`src/hdl/pwm_scaler_pkg.sv`:
```
// constants, register map and shared helpers for the pwm and current scaler
package pwm_scaler_pkg;

  // ****************************************
  // timing and alarm current limits
  // ****************************************
  localparam int unsigned CLK_HZ = 50_000_000;
  localparam int unsigned TICK_US = 1000;
  localparam int unsigned TICK_CYCLES = CLK_HZ / 1_000_000 * TICK_US;
  localparam logic [15:0] PERIOD_MIN_MS = 16'h0064;
  localparam logic [15:0] ALARM_MIN_UA = 16'h0BB8;
  localparam logic [15:0] ALARM_MAX_UA = 16'h55F0;

  // ****************************************
  // register offsets
  // ****************************************
  localparam logic [7:0] OFS_CTRL = 8'h00;
  localparam logic [7:0] OFS_PWM_LO = 8'h04;
  localparam logic [7:0] OFS_PWM_HI = 8'h08;
  localparam logic [7:0] OFS_PWM_ALARM = 8'h0C;
  localparam logic [7:0] OFS_PERIOD = 8'h10;
  localparam logic [7:0] OFS_MIN_ON = 8'h14;
  localparam logic [7:0] OFS_MIN_OFF = 8'h18;
  localparam logic [7:0] OFS_IN_LO = 8'h1C;
  localparam logic [7:0] OFS_IN_HI = 8'h20;
  localparam logic [7:0] OFS_OUT_LO = 8'h24;
  localparam logic [7:0] OFS_OUT_HI = 8'h28;
  localparam logic [7:0] OFS_OUT_ALARM = 8'h2C;
  localparam logic [7:0] OFS_CMP_LEVEL = 8'h30;
  localparam logic [7:0] OFS_CMP_HYST = 8'h34;
  localparam logic [7:0] OFS_STATUS = 8'h38;
  localparam logic [7:0] OFS_IRQ_STAT = 8'h3C;
  localparam logic [7:0] OFS_IRQ_MASK = 8'h40;

  // ****************************************
  // fields and reset values
  // ****************************************
  localparam int CTRL_PWM_EN = 0;
  localparam int CTRL_CUR_EN = 1;
  localparam int STAT_PWM = 0;
  localparam int STAT_ALARM = 1;
  localparam int STAT_CMP = 2;
  localparam int STAT_SETPT = 16;
  localparam int IRQ_ALARM = 0;
  localparam int IRQ_PERIOD = 1;
  localparam int IRQ_CMP = 2;
  localparam int IRQ_W = 3;
  localparam logic [15:0] PERIOD_RST = 16'h03E8;
  localparam logic [15:0] OUT_LO_RST = 16'h0FA0;
  localparam logic [15:0] OUT_HI_RST = 16'h4E20;
  localparam logic [15:0] OUT_ALARM_RST = 16'h0FA0;

  typedef enum logic [1:0] {ST_IDLE = 2'b01, ST_WAIT = 2'b10} calc_state_t;

  function automatic logic [15:0] period_floor(input logic [15:0] p);
    period_floor = (p < PERIOD_MIN_MS) ? PERIOD_MIN_MS : p;
  endfunction : period_floor

endpackage : pwm_scaler_pkg

```
`src/hdl/pwm_current_out.sv`:
```
// pwm relay drive, scaled current setpoint and hysteresis comparator, ahb-lite slave
`timescale 1ns/1ps
module pwm_current_out #(
  parameter int unsigned TICK_CYCLES = pwm_scaler_pkg::TICK_CYCLES
) (
  input wire logic ref_clk,
  input wire logic resetn,
  input wire logic hsel,
  input wire logic [31:0] haddr,
  input wire logic [1:0] htrans,
  input wire logic hwrite,
  input wire logic [2:0] hsize,
  input wire logic [31:0] hwdata,
  input wire logic hready,
  output logic [31:0] hrdata,
  output logic hreadyout,
  output logic hresp,
  input wire logic [15:0] src_value,
  input wire logic src_err,
  input wire logic under_range_flag,
  input wire logic over_range_flag,
  output logic pwm_out,
  output logic [15:0] cur_setpoint,
  output logic cmp_out,
  output logic alarm,
  output logic irq
);
  localparam int NW = 34;
  localparam int DW = 17;

  logic [1:0] ctrl_q;
  logic [15:0] pwm_lo_q, pwm_hi_q, pwm_alarm_q, period_q, min_on_q, min_off_q;
  logic [15:0] in_lo_q, in_hi_q, out_lo_q, out_hi_q, out_alarm_q, lvl_q, hyst_q;
  logic [pwm_scaler_pkg::IRQ_W-1:0] irq_stat_q, irq_mask_q, irq_ev;
  logic wr_pend_q, rd_clr, acc, mapped;
  logic [7:0] wr_addr_q;
  logic [31:0] rd_val;
  logic [31:0] tick_cnt_q;
  logic tick_q, alarm_q, cmp_q, irq_q, start_ev, calc_go;
  logic [15:0] high_ms_q, setpt_q;
  pwm_scaler_pkg::calc_state_t st_q;

  // ****************************************
  // ahb-lite slave, zero wait states
  // ****************************************
  assign acc = hsel && hready && htrans[1];
  assign mapped = haddr[31:8] == 24'h000000;
  assign rd_clr = acc && !hwrite && mapped && haddr[7:0] == pwm_scaler_pkg::OFS_IRQ_STAT;

  always_comb begin
    rd_val = 32'h00000000;
    if (mapped) begin
      case (haddr[7:0])
        pwm_scaler_pkg::OFS_CTRL: rd_val = {30'h00000000, ctrl_q};
        pwm_scaler_pkg::OFS_PWM_LO: rd_val = {16'h0000, pwm_lo_q};
        pwm_scaler_pkg::OFS_PWM_HI: rd_val = {16'h0000, pwm_hi_q};
        pwm_scaler_pkg::OFS_PWM_ALARM: rd_val = {16'h0000, pwm_alarm_q};
        pwm_scaler_pkg::OFS_PERIOD: rd_val = {16'h0000, period_q};
        pwm_scaler_pkg::OFS_MIN_ON: rd_val = {16'h0000, min_on_q};
        pwm_scaler_pkg::OFS_MIN_OFF: rd_val = {16'h0000, min_off_q};
        pwm_scaler_pkg::OFS_IN_LO: rd_val = {16'h0000, in_lo_q};
        pwm_scaler_pkg::OFS_IN_HI: rd_val = {16'h0000, in_hi_q};
        pwm_scaler_pkg::OFS_OUT_LO: rd_val = {16'h0000, out_lo_q};
        pwm_scaler_pkg::OFS_OUT_HI: rd_val = {16'h0000, out_hi_q};
        pwm_scaler_pkg::OFS_OUT_ALARM: rd_val = {16'h0000, out_alarm_q};
        pwm_scaler_pkg::OFS_CMP_LEVEL: rd_val = {16'h0000, lvl_q};
        pwm_scaler_pkg::OFS_CMP_HYST: rd_val = {16'h0000, hyst_q};
        pwm_scaler_pkg::OFS_STATUS: begin
          rd_val[pwm_scaler_pkg::STAT_PWM] = pwm_out;
          rd_val[pwm_scaler_pkg::STAT_ALARM] = alarm_q;
          rd_val[pwm_scaler_pkg::STAT_CMP] = cmp_q;
          rd_val[pwm_scaler_pkg::STAT_SETPT +: 16] = setpt_q;
        end
        pwm_scaler_pkg::OFS_IRQ_STAT: rd_val = {29'h00000000, irq_stat_q};
        pwm_scaler_pkg::OFS_IRQ_MASK: rd_val = {29'h00000000, irq_mask_q};
        default: rd_val = 32'h00000000;
      endcase
    end
  end

  always_ff @(posedge ref_clk or negedge resetn) begin
    if (!resetn) begin
      wr_pend_q <= 1'b0;
      wr_addr_q <= 8'h00;
      hrdata <= 32'h00000000;
      hreadyout <= 1'b0;
      hresp <= 1'b0;
    end else begin
      hreadyout <= 1'b1;
      hresp <= 1'b0;
      wr_pend_q <= acc && hwrite && mapped;
      if (acc) begin
        wr_addr_q <= haddr[7:0];
      end
      if (acc && !hwrite) begin
        hrdata <= rd_val;
      end
    end
  end

  always_ff @(posedge ref_clk or negedge resetn) begin
    if (!resetn) begin
      ctrl_q <= 2'h0;
      pwm_lo_q <= 16'h0000;
      pwm_hi_q <= 16'h0000;
      pwm_alarm_q <= 16'h0000;
      period_q <= pwm_scaler_pkg::PERIOD_RST;
      min_on_q <= 16'h0000;
      min_off_q <= 16'h0000;
      in_lo_q <= 16'h0000;
      in_hi_q <= 16'h0000;
      out_lo_q <= pwm_scaler_pkg::OUT_LO_RST;
      out_hi_q <= pwm_scaler_pkg::OUT_HI_RST;
      out_alarm_q <= pwm_scaler_pkg::OUT_ALARM_RST;
      lvl_q <= 16'h0000;
      hyst_q <= 16'h0000;
      irq_mask_q <= '0;
    end else if (wr_pend_q) begin
      case (wr_addr_q)
        pwm_scaler_pkg::OFS_CTRL: ctrl_q <= hwdata[1:0];
        pwm_scaler_pkg::OFS_PWM_LO: pwm_lo_q <= hwdata[15:0];
        pwm_scaler_pkg::OFS_PWM_HI: pwm_hi_q <= hwdata[15:0];
        pwm_scaler_pkg::OFS_PWM_ALARM: pwm_alarm_q <= hwdata[15:0];
        pwm_scaler_pkg::OFS_PERIOD: period_q <= hwdata[15:0];
        pwm_scaler_pkg::OFS_MIN_ON: min_on_q <= hwdata[15:0];
        pwm_scaler_pkg::OFS_MIN_OFF: min_off_q <= hwdata[15:0];
        pwm_scaler_pkg::OFS_IN_LO: in_lo_q <= hwdata[15:0];
        pwm_scaler_pkg::OFS_IN_HI: in_hi_q <= hwdata[15:0];
        pwm_scaler_pkg::OFS_OUT_LO: out_lo_q <= hwdata[15:0];
        pwm_scaler_pkg::OFS_OUT_HI: out_hi_q <= hwdata[15:0];
        pwm_scaler_pkg::OFS_OUT_ALARM: out_alarm_q <= hwdata[15:0];
        pwm_scaler_pkg::OFS_CMP_LEVEL: lvl_q <= hwdata[15:0];
        pwm_scaler_pkg::OFS_CMP_HYST: hyst_q <= hwdata[15:0];
        pwm_scaler_pkg::OFS_IRQ_MASK: irq_mask_q <= hwdata[pwm_scaler_pkg::IRQ_W-1:0];
        default: ;
      endcase
    end
  end

  // ****************************************
  // alarm, comparator and interrupts
  // ****************************************
  logic alarm_d;
  logic signed [17:0] x18, up_th, dn_th;
  assign alarm_d = src_err || under_range_flag || over_range_flag;
  assign x18 = 18'(signed'(src_value));
  assign up_th = 18'(signed'(lvl_q)) + $signed({2'b00, hyst_q});
  assign dn_th = 18'(signed'(lvl_q)) - $signed({2'b00, hyst_q});

  always_ff @(posedge ref_clk or negedge resetn) begin
    if (!resetn) begin
      alarm_q <= 1'b0;
      cmp_q <= 1'b0;
    end else begin
      alarm_q <= alarm_d;
      if (x18 > up_th) begin
        cmp_q <= 1'b1;
      end else if (x18 < dn_th) begin
        cmp_q <= 1'b0;
      end
    end
  end

  assign irq_ev[pwm_scaler_pkg::IRQ_ALARM] = alarm_d && !alarm_q;
  assign irq_ev[pwm_scaler_pkg::IRQ_PERIOD] = start_ev;
  assign irq_ev[pwm_scaler_pkg::IRQ_CMP] = (x18 > up_th && !cmp_q) || (x18 < dn_th && cmp_q);

  always_ff @(posedge ref_clk or negedge resetn) begin
    if (!resetn) begin
      irq_stat_q <= '0;
      irq_q <= 1'b0;
    end else begin
      irq_stat_q <= (rd_clr ? '0 : irq_stat_q) | irq_ev;
      irq_q <= |(irq_stat_q & irq_mask_q);
    end
  end

  // ****************************************
  // millisecond tick
  // ****************************************
  always_ff @(posedge ref_clk or negedge resetn) begin
    if (!resetn) begin
      tick_cnt_q <= 32'h00000000;
      tick_q <= 1'b0;
    end else begin
      tick_q <= tick_cnt_q == 32'(TICK_CYCLES - 1);
      tick_cnt_q <= (tick_cnt_q == 32'(TICK_CYCLES - 1)) ? 32'h00000000 : tick_cnt_q + 1'b1;
    end
  end

  // ****************************************
  // duty and current operands
  // ****************************************
  logic signed [16:0] xp, plo, phi, xc, ilo, ihi;
  logic [16:0] p_off, p_span, c_off, c_span;
  logic [15:0] per_eff, c_mag;
  logic p_zero, p_full, c_ok;
  logic [NW-1:0] num_p, num_c, quo_p, quo_c;
  logic [DW-1:0] den_p, den_c;
  logic busy_p, done_p;

  assign xp = alarm_d ? 17'(signed'(pwm_alarm_q)) : 17'(signed'(src_value));
  assign plo = 17'(signed'(pwm_lo_q));
  assign phi = 17'(signed'(pwm_hi_q));
  assign p_zero = xp <= plo;
  assign p_full = !p_zero && xp >= phi;
  assign p_off = 17'(xp - plo);
  assign p_span = 17'(phi - plo);
  assign per_eff = pwm_scaler_pkg::period_floor(period_q);
  assign num_p = (p_zero || p_full) ? '0 : NW'(per_eff) * NW'(p_off);
  assign den_p = (p_zero || p_full) ? 17'h00001 : p_span;

  assign ilo = 17'(signed'(in_lo_q));
  assign ihi = 17'(signed'(in_hi_q));
  assign c_ok = ihi > ilo;
  assign xc = (17'(signed'(src_value)) < ilo) ? ilo :
              (17'(signed'(src_value)) > ihi) ? ihi : 17'(signed'(src_value));
  assign c_off = 17'(xc - ilo);
  assign c_span = 17'(ihi - ilo);
  assign c_mag = (out_hi_q >= out_lo_q) ? out_hi_q - out_lo_q : out_lo_q - out_hi_q;
  assign num_c = c_ok ? NW'(c_mag) * NW'(c_off) : '0;
  assign den_c = c_ok ? c_span : 17'h00001;
  assign calc_go = st_q == pwm_scaler_pkg::ST_IDLE;

  ratio_div #(.NW(NW), .DW(DW)) u_div_p (
    .ref_clk(ref_clk),
    .resetn(resetn),
    .start(calc_go),
    .num(num_p),
    .den(den_p),
    .busy_q(busy_p),
    .done_q(done_p),
    .quo_q(quo_p)
  );

  ratio_div #(.NW(NW), .DW(DW)) u_div_c (
    .ref_clk(ref_clk),
    .resetn(resetn),
    .start(calc_go),
    .num(num_c),
    .den(den_c),
    .busy_q(),
    .done_q(),
    .quo_q(quo_c)
  );

  // ****************************************
  // result capture
  // ****************************************
  logic pz_q, pf_q, c_alarm_q, c_neg_q;
  logic [15:0] per_c_q, cur_lin, cur_alm, b_lo, b_hi;
  logic [16:0] cur_raw;

  assign cur_raw = c_neg_q ? 17'(out_lo_q) - 17'(quo_c[15:0]) :
                             17'(out_lo_q) + 17'(quo_c[15:0]);
  assign b_lo = c_neg_q ? out_hi_q : out_lo_q;
  assign b_hi = c_neg_q ? out_lo_q : out_hi_q;
  assign cur_lin = (cur_raw[16] || cur_raw[15:0] < b_lo) ? b_lo :
                   (cur_raw[15:0] > b_hi) ? b_hi : cur_raw[15:0];
  assign cur_alm = (out_alarm_q < pwm_scaler_pkg::ALARM_MIN_UA) ? pwm_scaler_pkg::ALARM_MIN_UA :
                   (out_alarm_q > pwm_scaler_pkg::ALARM_MAX_UA) ? pwm_scaler_pkg::ALARM_MAX_UA :
                   out_alarm_q;

  always_ff @(posedge ref_clk or negedge resetn) begin
    if (!resetn) begin
      st_q <= pwm_scaler_pkg::ST_IDLE;
      pz_q <= 1'b1;
      pf_q <= 1'b0;
      c_alarm_q <= 1'b0;
      c_neg_q <= 1'b0;
      per_c_q <= 16'h0000;
      high_ms_q <= 16'h0000;
      setpt_q <= 16'h0000;
    end else begin
      unique case (st_q)
        pwm_scaler_pkg::ST_IDLE: begin
          pz_q <= p_zero;
          pf_q <= p_full;
          per_c_q <= per_eff;
          c_alarm_q <= alarm_d;
          c_neg_q <= out_hi_q < out_lo_q;
          st_q <= pwm_scaler_pkg::ST_WAIT;
        end
        pwm_scaler_pkg::ST_WAIT: begin
          if (done_p) begin
            high_ms_q <= pz_q ? 16'h0000 : pf_q ? per_c_q : quo_p[15:0];
            if (!ctrl_q[pwm_scaler_pkg::CTRL_CUR_EN]) begin
              setpt_q <= 16'h0000;
            end else begin
              setpt_q <= c_alarm_q ? cur_alm : cur_lin;
            end
            st_q <= pwm_scaler_pkg::ST_IDLE;
          end
        end
      endcase
    end
  end

  pwm_timer #(.PW(16)) u_timer (
    .ref_clk(ref_clk),
    .resetn(resetn),
    .en(ctrl_q[pwm_scaler_pkg::CTRL_PWM_EN]),
    .tick(tick_q),
    .period_ms(period_q),
    .high_ms(high_ms_q),
    .min_on(min_on_q),
    .min_off(min_off_q),
    .pwm_out_q(pwm_out),
    .start_q(start_ev)
  );

  assign cur_setpoint = setpt_q;
  assign cmp_out = cmp_q;
  assign alarm = alarm_q;
  assign irq = irq_q;

  // ****************************************
  // checks
  // ****************************************
  a_alarm_entry: assert property (@(posedge ref_clk) disable iff (!resetn)
    (src_err || under_range_flag || over_range_flag) |=> alarm_q)
    else $error("alarm not raised");
  a_zero_duty: assert property (@(posedge ref_clk) disable iff (!resetn)
    st_q == pwm_scaler_pkg::ST_WAIT && done_p && pz_q |=> high_ms_q == 16'h0000)
    else $error("zero duty expected");
  a_full_duty: assert property (@(posedge ref_clk) disable iff (!resetn)
    st_q == pwm_scaler_pkg::ST_WAIT && done_p && pf_q |=> high_ms_q == $past(per_c_q))
    else $error("full duty expected");
  a_alarm_window: assert property (@(posedge ref_clk) disable iff (!resetn)
    done_p && c_alarm_q && ctrl_q[pwm_scaler_pkg::CTRL_CUR_EN] |=>
    setpt_q >= pwm_scaler_pkg::ALARM_MIN_UA && setpt_q <= pwm_scaler_pkg::ALARM_MAX_UA)
    else $error("alarm current outside window");
  a_cur_limits: assert property (@(posedge ref_clk) disable iff (!resetn)
    done_p && !c_alarm_q && ctrl_q[pwm_scaler_pkg::CTRL_CUR_EN] |=>
    setpt_q >= $past(b_lo) && setpt_q <= $past(b_hi))
    else $error("current outside output levels");
  a_cmp_rise: assert property (@(posedge ref_clk) disable iff (!resetn)
    $rose(cmp_q) |-> $past(x18) > $past(up_th))
    else $error("comparator rose below upper threshold");
  a_cmp_fall: assert property (@(posedge ref_clk) disable iff (!resetn)
    $fell(cmp_q) |-> $past(x18) < $past(dn_th))
    else $error("comparator fell above lower threshold");
  a_irq_level: assert property (@(posedge ref_clk) disable iff (!resetn)
    (|(irq_stat_q & irq_mask_q)) |=> irq_q)
    else $error("interrupt not raised");
endmodule : pwm_current_out

```
`src/hdl/ratio_div.sv`:
```
// sequential restoring divider, one quotient bit per clock
`timescale 1ns/1ps
module ratio_div #(
  parameter int NW = 34,
  parameter int DW = 17
) (
  input wire logic ref_clk,
  input wire logic resetn,
  input wire logic start,
  input wire logic [NW-1:0] num,
  input wire logic [DW-1:0] den,
  output logic busy_q,
  output logic done_q,
  output logic [NW-1:0] quo_q
);
  logic [DW-1:0] rem_q;
  logic [DW-1:0] den_q;
  logic [$clog2(NW+1)-1:0] cnt_q;
  logic [DW:0] trial;
  logic take;

  assign trial = {rem_q, quo_q[NW-1]};
  assign take = trial >= {1'b0, den_q};

  always_ff @(posedge ref_clk or negedge resetn) begin
    if (!resetn) begin
      rem_q <= '0;
      den_q <= '0;
      quo_q <= '0;
      cnt_q <= '0;
      busy_q <= 1'b0;
      done_q <= 1'b0;
    end else begin
      done_q <= 1'b0;
      if (start && !busy_q) begin
        quo_q <= num;
        den_q <= den;
        rem_q <= '0;
        cnt_q <= ($clog2(NW+1))'(NW);
        busy_q <= 1'b1;
      end else if (busy_q) begin
        rem_q <= take ? DW'(trial - {1'b0, den_q}) : trial[DW-1:0];
        quo_q <= {quo_q[NW-2:0], take};
        cnt_q <= cnt_q - 1'b1;
        if (cnt_q == 1) begin
          busy_q <= 1'b0;
          done_q <= 1'b1;
        end
      end
    end
  end
endmodule : ratio_div

```
`src/hdl/pwm_timer.sv`:
```
// period counter and min on/off guarded relay drive
`timescale 1ns/1ps
module pwm_timer #(
  parameter int PW = 16
) (
  input wire logic ref_clk,
  input wire logic resetn,
  input wire logic en,
  input wire logic tick,
  input wire logic [PW-1:0] period_ms,
  input wire logic [PW-1:0] high_ms,
  input wire logic [PW-1:0] min_on,
  input wire logic [PW-1:0] min_off,
  output logic pwm_out_q,
  output logic start_q
);
  logic [PW-1:0] pos_q, per_q, hi_q, dwell_q, per_new;
  logic wrap, want, may_sw;

  assign per_new = PW'(pwm_scaler_pkg::period_floor(16'(period_ms)));
  assign wrap = ({1'b0, pos_q} + (PW+1)'(1)) >= {1'b0, per_q};
  assign want = pos_q < hi_q;
  assign may_sw = pwm_out_q ? (dwell_q >= min_on) : (dwell_q >= min_off);

  // ****************************************
  // period position, duty taken at each period start
  // ****************************************
  always_ff @(posedge ref_clk or negedge resetn) begin
    if (!resetn) begin
      pos_q <= '0;
      per_q <= '0;
      hi_q <= '0;
      start_q <= 1'b0;
    end else begin
      start_q <= 1'b0;
      if (!en) begin
        pos_q <= '0;
        per_q <= '0;
        hi_q <= '0;
      end else if (tick) begin
        if (wrap) begin
          pos_q <= '0;
          per_q <= per_new;
          hi_q <= (high_ms > per_new) ? per_new : high_ms;
          start_q <= 1'b1;
        end else begin
          pos_q <= pos_q + 1'b1;
        end
      end
    end
  end

  // ****************************************
  // output with minimum dwell
  // ****************************************
  always_ff @(posedge ref_clk or negedge resetn) begin
    if (!resetn) begin
      pwm_out_q <= 1'b0;
      dwell_q <= '1;
    end else if (!en) begin
      pwm_out_q <= 1'b0;
      dwell_q <= '1;
    end else if (tick) begin
      if (want != pwm_out_q && may_sw) begin
        pwm_out_q <= want;
        dwell_q <= '0;
      end else if (dwell_q != '1) begin
        dwell_q <= dwell_q + 1'b1;
      end
    end
  end

  a_min_on_hold: assert property (@(posedge ref_clk) disable iff (!resetn)
    $fell(pwm_out_q) && $past(en) |-> $past(dwell_q) >= $past(min_on))
    else $error("output fell before minimum on time");
  a_min_off_hold: assert property (@(posedge ref_clk) disable iff (!resetn)
    $rose(pwm_out_q) |-> $past(dwell_q) >= $past(min_off))
    else $error("output rose before minimum off time");
  a_period_floor: assert property (@(posedge ref_clk) disable iff (!resetn)
    start_q |-> per_q >= PW'(pwm_scaler_pkg::PERIOD_MIN_MS) && pos_q == 0)
    else $error("period below floor");
  a_duty_at_start: assert property (@(posedge ref_clk) disable iff (!resetn)
    en && $past(en) && !$stable(hi_q) |-> start_q)
    else $error("duty changed inside a period");
endmodule : pwm_timer

```
`config.mk`:
```
export PLATFORM = sky130hd
export DESIGN_NAME = pwm_current_out
export DESIGN_NICKNAME = d
export VERILOG_FILES = /design/src/hdl/pwm_scaler_pkg.sv /design/src/hdl/pwm_current_out.sv /design/src/hdl/ratio_div.sv /design/src/hdl/pwm_timer.sv
export SDC_FILE = /design/constraint.sdc
export NUM_CORES = 2
export LEC_CHECK = 0
export BUFFER_PORTS_ARGS = -buffer_cell sky130_fd_sc_hd__buf_4
export CORE_AREA = 8 8 269 375
export CTS_CLUSTER_DIAMETER = 50
export CTS_CLUSTER_SIZE = 25
export DETAILED_ROUTE_END_ITERATION = 8
export DIE_AREA = 0 0 277 383
export PLACE_DENSITY = 0.78
export SYNTH_ARGS = -nofsm -noshare
export SYNTH_HDL_FRONTEND = slang
export SYNTH_SLANG_ARGS = --single-unit
```
`constraint.sdc`:
```
create_clock -name ref_clk -period 14.54 [get_ports ref_clk]
set_clock_uncertainty 0.05 [all_clocks]
set_input_delay 2.908 -clock ref_clk [delete_from_list [all_inputs] [get_ports ref_clk]]
set_output_delay 2.908 -clock ref_clk [all_outputs]
set_load 0.005 [all_outputs]
```
==> results.toml <==
[floorplanning]
die_w_um = 277
die-area_um2 = 106000
die_height_um = 383
initial_core_util = 0.597
core-area_um2 = 94900
io_pins = 147
num_rows = 134

[logic_synthesis]
synth_top_area_share = 0.231
synthTopCellsByCount = "inv_1 (829), nand2_1 (740), ha_1 (589)"
synthesis.area_um2 = 56700
ys_seq_area_frac = 0.250
ys_async_sr_fraction = 1.00
syn_area_per_cell_um2 = 8.99
synth.distinct_cells = 91
ys.flop_type = "dfrtp_1"
synth_area_leader_cell = "dfrtp_1"
synth_area_leaders = "dfrtp_1 (23%), fa_1 (15%), ha_1 (13%)"
yosys.cell_count.top_type = "inv_1"
synth_edf_count = 0
synth_nets = 7417
synthCells = 6308
yosys_warnings = 0
synth_seq_cells = 565

[critical_path]
path_max_fanout = 16
cpMostUsedCell = "fa_1"
crit_path_top_delay_cell = "fa_1"
max_stage_delay_ns = 0.53
critical_path_class = "input pin to flop"
end_kind = "flop"
critPathRequiredTime_ns = 15.01
cp.arrival_ns = 13.72
critPathLaunchType = "input pin"

[clock_tree]
cts_buffer_depth = 3
ctsHoldBuffers = 0
cts_tree = "done"
clkLatencyLatePin_ns = 0.67
clk_pin_slew_ns = 0.07
cts_sinks = 565
post_cts_buffers = 0
cts_buffers = 68
cts_root_buffer = "clkbuf_16"
htreeDepth = 3
cts_resized = 0

[final_layout]
fillCellCount = 7828
drive_above_1_share = 0.105
final_cell_area_um2 = 61500
fin_nets = 7452
final_cell_count_no_fill = 7628
synthToLayoutAreaGrowth_pct = 8.54

[sta]
period_share = 0.911
fin_setup_tns_ns = 0
max_slew_margin = 0.179
slew_violations = 0
layout_setup_ws_ns = 1.29
hold_viol = 0
grt_setup_unrepaired = "false"
max_freq_mhz = 75.5
setup_viol = 0
tightest_slew_ns = 1.23
finalCriticalPeriod_ns = 13.25

[place]
pre_cts_ws_ns = 0.783
port_buffers = 125
dpl-instance-area_um2 = 59000
dp_hpwl_um = 141000
dp.cells = 7497
place_congestion = 1.06

[status]
status = "finished clean"

[grt]
antenna_found_initial = 9
grtUsageTotal = 0.339
grt_pass1_wl_um = 281000
gr-total-overflow = 0
grt_max_degree = 158
grt_pass1_vias = 49628

[routing]
dr.pass1.iters = 6
vias = 47971
post_drt_wl_per_cell_um = 23.8
drt.antenna.violating_nets = 0
drc = 0
via_per_inst = 6.29
drt-total-wl_um = 182000
dr.first_iter.drc_count = 4363

[hold_path]
min_path_type = "flop to flop"

[flow_run]
max_cap_violations = 0
-- critical path: cells and delay by family --
kind,cells,cell delay [ns]
fa+ha+maj,10,4.42
compound gates,18,4.13
buf+inv,5,0.62
mux,2,0.42
simple gates,5,0.88
xor+xnor,2,0.34
-- state kept, by name (all words and copies together), names as in the netlist, 17 cells and up --
signal and count:
hrdata 32, tick_cnt_q 32, u_div_c.den_q 17, u_div_c.quo_q 34, u_div_c.rem_q 17, u_div_p.den_q 17
u_div_p.quo_q 34, u_div_p.rem_q 17
-- layout by cell type (no fill, tap or decap), types with 90 or more instances in the layout --
cell	netlist	routed
inv_1	829	829
nand2_1	740	740
ha_1	589	589
dfrtp_1	524	521
fa_1	427	427
nor2_1	370	369
o21ai_0	335	335
a21oi_1	249	247
buf_4	3	224
mux2_2	213	213
xnor2_1	150	149
mux2i_1	122	122
nand3_1	98	98
xor2_1	98	96
a21o_1	93	93
nand2b_1	92	90
-- logic make-up (layout without fill, tap and decap cells) --
group           Yosys count  in the layout  synth area share
compound gates         1262           1262             0.147
xor+xnor                248            248            0.0383
fa+ha+maj              1016           1016             0.281
buf+inv                1094           1184            0.0734
flops                   565            565             0.250
mux                     337            337            0.0643
other cells               2              8          0.000132
simple gates           1784           1784             0.146
-- through the flow --
step	util	hold WS [ns]
after global placement	0.622	0.390
final	0.649	0.414
after global routing	0.648	0.423
after CTS	0.648	0.419
after floorplan	-	0.354
after detailed placement	0.622	0.405
-- layer usage --
layer | vias up | wire, µm | share of wire | GRT usage
met5 | - | 15 | 0.000082 | 0
met4 | 2 | 16300 | 0.090 | 0.264
met1 | 23713 | 63400 | 0.35 | 0.366
met3 | 712 | 14000 | 0.077 | 0.0674
li1 | 21546 | - | - | -
met2 | 1998 | 88200 | 0.48 | 0.583
-- path summary, 6_finish.rpt --
path | to | slack [ns] | from | cells after the start
worst max-delay path | u_div_c.quo_q[32] | 1.29 | src_value[1] | 42
worst max register to register | u_div_c.quo_q[32] | 3.06 | in_hi_q[1] | 42
max in group asynchronous | u_div_p.quo_q[18] | 10.20 | resetn | 3
worst min-delay path | tick_cnt_q[0] | 0.41 | tick_cnt_q[0] | 1
min in group asynchronous | u_div_c.cnt_q[1] | 2.19 | resetn | 1
worst min register to register | tick_cnt_q[0] | 0.41 | tick_cnt_q[0] | 1
-- cell type report --
type	count	area (µm²)	share of cell area
Inverter	833	3130	0.0508
Antenna cell	6	15.0	0.000244
Sequential cell	565	14200	0.231
Clock buffer	74	1790	0.0290
Clock inverter	51	716	0.0116
Timing Repair Buffer	226	1720	0.0279
Multi-Input combinational cell	4649	38500	0.625
Tap cell	1224	1530	0.0249
Power is left out: the tool's default activity adds up to more than one toggle a clock period on the data nets, which glitch-free logic cannot reach.
